## config.mk

```make
export PLATFORM = sky130hd
export DESIGN_NAME = burst_overload_supervisor
export DESIGN_NICKNAME = d
export VERILOG_FILES = /design/src/common/supervisor_pkg.sv /design/src/burst_overload_supervisor.sv /design/src/overload_counter.sv
export SDC_FILE = /design/constraint.sdc
export NUM_CORES = 1
export LEC_CHECK = 0
export BUFFER_PORTS_ARGS = -buffer_cell sky130_fd_sc_hd__buf_2
export CORE_MARGIN = 3
export CORE_UTILIZATION = 60
export CTS_CLUSTER_DIAMETER = 40
export CTS_CLUSTER_SIZE = 40
export DETAILED_ROUTE_END_ITERATION = 8
export PLACE_DENSITY = 0.78
export SLEW_MARGIN = 20
export SYNTH_ARGS = -nofsm -noshare
export SYNTH_HDL_FRONTEND = slang
export SYNTH_SLANG_ARGS = --single-unit
```

## constraint.sdc

```tcl
create_clock -name clock_i -period 3.8 [get_ports clock_i]
set_clock_uncertainty 0.15 [all_clocks]
set_input_delay 0.76 -clock clock_i [delete_from_list [all_inputs] [get_ports clock_i]]
set_output_delay 0.76 -clock clock_i [all_outputs]
set_load 0.05 [all_outputs]
```

## src/common/supervisor_pkg.sv

```systemverilog
/*
 * constants for the burst and overload supervisor: timing figures, counter
 * widths and the supervisor state type.
 * assumes a 10 MHz system clock and a switching-cycle pulse from the oscillator.
 */
// How it works
// - comp low: switch off, enter idle
// - exit burst above threshold plus hysteresis
// - burst mode selects reduced current limit
// - count up on limit, down otherwise
// - counter at trip count disables turn-on
// - after trip wait, then soft start
// - stop time fixed, independent of count
// - trip and retry repeat while overloaded
// - limit gone: count down, keep switching
// - open loop: peak limit and clamp current
// - soft start ramps limit, every start
// - fault stops switching, supply recharges
package supervisor_pkg;
    // overload trip time in switching cycles
    localparam int unsigned OVL_CYCLES     = 1024;
    localparam int unsigned OVL_W          = 11;
    // retry delay in microseconds and its clock count
    localparam int unsigned RESTART_US     = 1000;
    localparam int unsigned CLK_MHZ        = 10;
    localparam int unsigned RESTART_CLKS   = RESTART_US * CLK_MHZ;
    localparam int unsigned RESTART_W      = 24;
    // soft start duration in microseconds and its clock count
    localparam int unsigned SOFTSTART_US   = 8000;
    localparam int unsigned SOFTSTART_CLKS = SOFTSTART_US * CLK_MHZ;
    // ramp output width, limit code range
    localparam int unsigned RAMP_W         = 8;
    localparam logic [7:0]  RAMP_FULL      = 8'h00_FF;

    typedef enum logic [1:0] {
        ST_SOFTSTART,
        ST_RUN,
        ST_RETRY
    } sup_state_t;
endpackage : supervisor_pkg

```

## src/burst_overload_supervisor.sv

```systemverilog
/*
 * supervisor gating turn-on of the power switch: burst mode, overload
 * auto-restart, open-loop fault, soft-start ramp of the current limit.
 * assumes comparator flags arrive asynchronously from the analogue front end;
 * rst_i is the supply undervoltage reset.
 */
`timescale 1ns/1ps
module burst_overload_supervisor (
    // clock and reset
    input  wire logic                              clock_i,
    input  wire logic                              rst_i,
    // switching cycle pulse from the oscillator divider
    input  wire logic                              cycle_tick_i,
    // comparator flags (asynchronous)
    input  wire logic                              comp_below_low_i,   // below burst_low_threshold
    input  wire logic                              comp_above_exit_i,  // above low plus hysteresis
    input  wire logic                              limit_hit_i,        // peak current limit
    input  wire logic                              clamp_over_i,       // clamp over open-loop thr
    // outputs to power stage
    output logic                                   gate_enable_o,
    output logic                                   burst_limit_sel_o,
    output logic                                   idle_low_power_o,
    output logic                                   hv_recharge_en_o,
    output logic [supervisor_pkg::RAMP_W-1:0]      limit_ramp_o,
    output logic                                   open_loop_fault_o
);
    // two-flop synchronisers, first stage read only by second
    logic [3:0] meta_q;
    logic [3:0] sync_q;
    logic       below_s;
    logic       above_s;
    logic       limit_s;
    logic       clamp_s;

    supervisor_pkg::sup_state_t state_q;      // supervisor state
    logic                       burst_q;      // burst idle active
    logic                       trip;         // overload trip from counter
    logic                       fault;        // any stopping fault
    logic [23:0]                timer_q;      // retry wait timer
    logic [23:0]                step_q;       // clocks per ramp step

    localparam logic [23:0] RETRY_END = 24'(supervisor_pkg::RESTART_CLKS - 1);
    localparam logic [23:0] STEP_END  =
        24'(supervisor_pkg::SOFTSTART_CLKS / supervisor_pkg::RAMP_FULL - 1);

    // synchronise comparator inputs
    always_ff @(posedge clock_i or posedge rst_i) begin
        if (rst_i) begin
            meta_q <= 4'h0;
            sync_q <= 4'h0;
        end else begin
            meta_q <= {clamp_over_i, limit_hit_i, comp_above_exit_i, comp_below_low_i};
            sync_q <= meta_q;
        end
    end
    assign below_s = sync_q[0];
    assign above_s = sync_q[1];
    assign limit_s = sync_q[2];
    assign clamp_s = sync_q[3];

    // open loop needs both peak limit and clamp current
    always_ff @(posedge clock_i or posedge rst_i) begin
        if (rst_i) begin
            open_loop_fault_o <= 1'b0;
        end else begin
            open_loop_fault_o <= limit_s && clamp_s && (state_q != supervisor_pkg::ST_RETRY);
        end
    end

    // per-cycle overload counter, cleared on trip
    overload_counter u_ovl (
        .clock_i      (clock_i),
        .rst_i        (rst_i),
        .cycle_tick_i (cycle_tick_i && (state_q != supervisor_pkg::ST_RETRY)),
        .limit_hit_i  (limit_s),
        .clear_i      (state_q == supervisor_pkg::ST_RETRY),
        .trip_o       (trip)
    );

    // open loop joins overload into the same restart path
    assign fault = trip || open_loop_fault_o;

    // burst hysteresis: enter below low, leave above low plus hysteresis
    always_ff @(posedge clock_i or posedge rst_i) begin
        if (rst_i) begin
            burst_q <= 1'b0;
        end else if (below_s) begin
            burst_q <= 1'b1;
        end else if (above_s) begin
            burst_q <= 1'b0;
        end
    end

    // supervisor sequence: soft start, run, retry wait
    always_ff @(posedge clock_i or posedge rst_i) begin
        if (rst_i) begin
            state_q      <= supervisor_pkg::ST_SOFTSTART;
            timer_q      <= '0;
            step_q       <= '0;
            limit_ramp_o <= '0;
        end else begin
            unique case (state_q)
                supervisor_pkg::ST_SOFTSTART: begin
                    if (fault) begin
                        state_q <= supervisor_pkg::ST_RETRY;
                        timer_q <= '0;
                    end else if (limit_ramp_o == supervisor_pkg::RAMP_FULL) begin
                        state_q <= supervisor_pkg::ST_RUN;
                    end else if (step_q == STEP_END) begin
                        step_q       <= '0;
                        limit_ramp_o <= limit_ramp_o + 1'b1;
                    end else begin
                        step_q <= step_q + 1'b1;
                    end
                end
                supervisor_pkg::ST_RUN: begin
                    if (fault) begin
                        state_q <= supervisor_pkg::ST_RETRY;
                        timer_q <= '0;
                    end
                end
                supervisor_pkg::ST_RETRY: begin
                    // a fixed wait keeps restart attempts rare under overload
                    if (timer_q == RETRY_END) begin
                        state_q      <= supervisor_pkg::ST_SOFTSTART;
                        limit_ramp_o <= '0;
                        step_q       <= '0;
                    end else begin
                        timer_q <= timer_q + 1'b1;
                    end
                end
            endcase
        end
    end

    // gate enable and supply control, all registered
    always_ff @(posedge clock_i or posedge rst_i) begin
        if (rst_i) begin
            gate_enable_o     <= 1'b0;
            burst_limit_sel_o <= 1'b0;
            idle_low_power_o  <= 1'b0;
            hv_recharge_en_o  <= 1'b0;
        end else begin
            gate_enable_o     <= (state_q != supervisor_pkg::ST_RETRY) && !burst_q
                                 && !fault && !below_s;
            burst_limit_sel_o <= burst_q;
            idle_low_power_o  <= burst_q;
            hv_recharge_en_o  <= (state_q == supervisor_pkg::ST_RETRY) || fault;
        end
    end
endmodule : burst_overload_supervisor

```

## src/overload_counter.sv

```systemverilog
/*
 * up-down overload counter, advanced once per switching cycle.
 * assumes limit_hit_i is same-domain and valid at cycle_tick_i.
 */
`timescale 1ns/1ps
module overload_counter (
    // clock and reset
    input  wire logic clock_i,
    input  wire logic rst_i,
    // control
    input  wire logic cycle_tick_i,   // one pulse per switching cycle
    input  wire logic limit_hit_i,    // current limit seen this cycle
    input  wire logic clear_i,        // clear on trip
    // status
    output logic      trip_o          // count reached the trip figure
);
    localparam logic [supervisor_pkg::OVL_W-1:0] TRIP_COUNT =
        supervisor_pkg::OVL_W'(supervisor_pkg::OVL_CYCLES);
    logic [supervisor_pkg::OVL_W-1:0] count_q;  // current count

    // count up on limit, down to zero otherwise
    always_ff @(posedge clock_i or posedge rst_i) begin
        if (rst_i) begin
            count_q <= '0;
        end else if (clear_i) begin
            count_q <= '0;
        end else if (cycle_tick_i) begin
            if (limit_hit_i) begin
                if (count_q != TRIP_COUNT) begin
                    count_q <= count_q + 1'b1;
                end
            end else if (count_q != '0) begin
                count_q <= count_q - 1'b1;
            end
        end
    end

    // trip flag; onset from a nonzero count trips sooner
    always_ff @(posedge clock_i or posedge rst_i) begin
        if (rst_i) begin
            trip_o <= 1'b0;
        end else begin
            trip_o <= (count_q == TRIP_COUNT) && !clear_i;
        end
    end
endmodule : overload_counter
```

==> impl_metrics.yaml <==
route:
  via_per_inst: 6.49
  first_pass_iters: 5
  wl_per_cell_um: 16.5
  drt_iter0_markers: 317
  ant_nets: 0
  routed_wl_um: 10200
  route.detailed.drc: 0
  vias: 4002
synth:
  synth_seq_cells: 83
  netlist_top_cells_area: "dfrtp_1, ha_1, nor2_1"
  syn_inst: 498
  syn_avg_cell_area_um2: 9.60
  synth_edf_count: 0
  synth_commonest_cells: "dfrtp_1, nor2_1, nand2_1"
  synth_top_area_share_pct: 43.4
  synth-simple-area-share_pct: 24.2
  async_flop_share_pct: 100
  synth_compound_gate_area_share_pct: 16.7
  synth_top_family_by_area: "simple AND/OR/NAND/NOR gates"
  synthFlopType: "dfrtp_1"
  syn_nets: 522
  synth_seq_area_share_pct: 43.4
  synth_xor_area_share_pct: 3.66
  synthAdderAreaFrac_pct: 4.60
  yosysUniqueCellTypes: 65
  yosys.area.top_type: "dfrtp_1"
  synthMuxAreaShare_pct: 3.85
  synth_warnings: 0
  syn_area_um2: 4780
  yosysMostFrequentCell: "dfrtp_1"
cts:
  cts.hold.buffers_added: 0
  post_cts_buffers: 0
  cts_tree: "yes"
  clock_latency_ns: 0.36
  clock_path_buffers: 2
  cts.sinks: 83
  htree_levels: 3
  cts-root-buf: "clkbuf_8"
  path_clk_slew_ns: 0.09
  cts_made_buffers: 9
  cts_resized: 0
sta:
  setup-violations-final: 0
  slew-limit-headroom_pct: 36.6
  period_needed_ns: 2.91
  hold_viol: 0
  drv_slew: 0
  worst-slew-pin-transition_ns: 0.943
  setup_tns_ns: 0
  fin_crit_sh_pct: 76.5
  max_freq_mhz: 344
  rsz0062_at_grt: "false"
floorplanning:
  rows: 31
  die_w_um: 95.3
  initial_core_util_pct: 63.9
  die_area_um2: 9080
  core_area_um2: 7490
  top_level_ports: 20
  die_h_um: 95.3
pwr:
  power_density_nw_per_um2: 573
  leakagePower_nw: 2.34
  vdd_ir_drop_max_mv: 0.318
placement:
  port-buffer-count: 19
  routabilityCongestion: 0.854
  dp_hpwl_um: 7060
  place_inst: 601
final_layout:
  final.fill_count: 580
  syn_to_final_growth_pct: 7.77
  layout-drive-gt1-share_pct: 12.4
  final_nets: 537
  stdcell_count: 617
  antenna_cells: 0
worst_setup_path:
  cp_slowest_stage_delay_ns: 0.46
  critPathArrivalTime_ns: 3.01
  r2r_setup_slack_ns: 0.89
  cp-start-kind: "flip-flop"
  end_kind: "flip-flop"
  critPathTopFamily: "compound AO/OA/AOI/OAI gates"
  crit_buf_inv: 1
  worstPathRequired_ns: 3.90
  crit_type: "flip-flop to flip-flop"
  worstPathMaxFanout: 11
  cpMaxStageDelayCell: "a2111o_1"
  cp_cell_sequence: "inv_1 > ha_1 > and3_1 > a2111o_1 > a32oi_1 > mux2_2 > a311o_1"
min_path:
  hold_path_class: "flip-flop to flip-flop"
grt:
  grt_pass1_vias: 3740
  grt.overflow.total: 0
  grtUsageTotal_pct: 24.8
  grt_max_degree: 31
  grt_pass1_wl_um: 17900
  antenna_found_initial: 0
flow_run:
  cap_violations: 0
run_status:
  status: "complete, no violations"
-- state kept, by name, indices dropped and copies added (netlist names) --
name	count
u_ovl.count_q	11
sync_q	4
step_q	24
u_ovl.trip_o	1
open_loop_fault_o	1
limit_ramp_o	8
idle_low_power_o	1
gate_enable_o	1
meta_q	4
burst_q	1
state_q	2
hv_recharge_en_o	1
timer_q	24
-- placed cells by master, fill, tap and decap left out, types with 4 or more instances in the layout --
cell type and n:
nor4_1 7, nand2_1 40, o22a_1 5, a211oi_1 10
a21oi_1 8, nand4_1 21, o31ai_1 5, xnor2_1 6
xor2_1 14, or2_2 4, and4_1 8, buf_4 8
nor3_1 11, nor3b_1 4, or4_1 7, clkbuf_8 10
inv_1 16, nand3_1 27, mux2i_1 15, a211o_1 6
a31oi_1 12, and2_1 6, o21ai_0 18, nor2_1 49
a21o_1 10, dfrtp_1 83, ha_1 16, and3_1 15
buf_2 19
-- power by group --
| group | switching, mW | internal, mW |
|---|---|---|
| logic | 0.772 | 0.453 |
| clock network | 0.352 | 0.269 |
| registers | 0.111 | 0.994 |
| total | 1.24 | 1.72 |
-- stage by stage --
stage | worst slack, ns | total power, mW | utilization [%] | hold WS (ns) | cell area (µm²)
2_1_floorplan | 0.753 | 2.04 | - | 0.181 | 4780
6_report | 0.894 | 2.95 | 68.8 | 0.209 | 5150
5_1_grt | 0.762 | 3.16 | 68.8 | 0.216 | 5150
3_5_place_dp | 0.937 | 2.33 | 66.3 | 0.190 | 4960
4_1_cts | 0.919 | 2.96 | 68.8 | 0.212 | 5150
3_3_place_gp | 1.01 | 2.28 | 66.3 | 0.185 | 4960
-- cell type report --
cell class	count	area (µm²)	share of cell area [%]
clock inverter	6	55.1	1.07
sequential	83	2080	40.3
inverter	17	65.1	1.26
multi-input combinational	375	2540	49.3
tap	99	124	2.40
timing repair buffer	27	155	3.01
clock buffer	10	138	2.67
-- worst paths after layout --
path                               endpoint  cells after the start      start
max                        u_ovl.count_q[9]                      7  sync_q[2]
min                               sync_q[3]                      0  meta_q[3]
max reg2reg                u_ovl.count_q[9]                      7  sync_q[2]
min reg2reg                       sync_q[3]                      0  meta_q[3]
max in group asynchronous         step_q[3]                      3      rst_i
min in group asynchronous       timer_q[14]                      2      rst_i
-- layer usage --
| metal | part of all wire (%) | GRT usage (%) | vias up |
|---|---|---|---|
| met5 | 0 | 0 | - |
| met4 | 1.3 | 5.53 | 0 |
| met3 | 4.8 | 5.45 | 13 |
| met2 | 47 | 38.8 | 102 |
| met1 | 47 | 35.5 | 1972 |
| li1 | - | - | 1915 |
-- kinds of logic (layout without fill, tap and decap cells) --
| kind of cell | after synthesis | count (layout) |
|---|---|---|
| simple gates | 213 | 213 |
| fa+ha+maj | 17 | 17 |
| buf+inv | 40 | 60 |
| mux | 18 | 18 |
| xor+xnor | 20 | 20 |
| compound gates | 107 | 107 |
| flops | 83 | 83 |
-- worst reg2reg max path: stages (launching register included) --
cell and delay [ns]:
dfrtp_1 0.42, inv_1 0.31, ha_1 0.36, and3_1 0.21
a2111o_1 0.46, a32oi_1 0.22, mux2_2 0.35, a311o_1 0.31
Power figures use the tool's default switching activity.
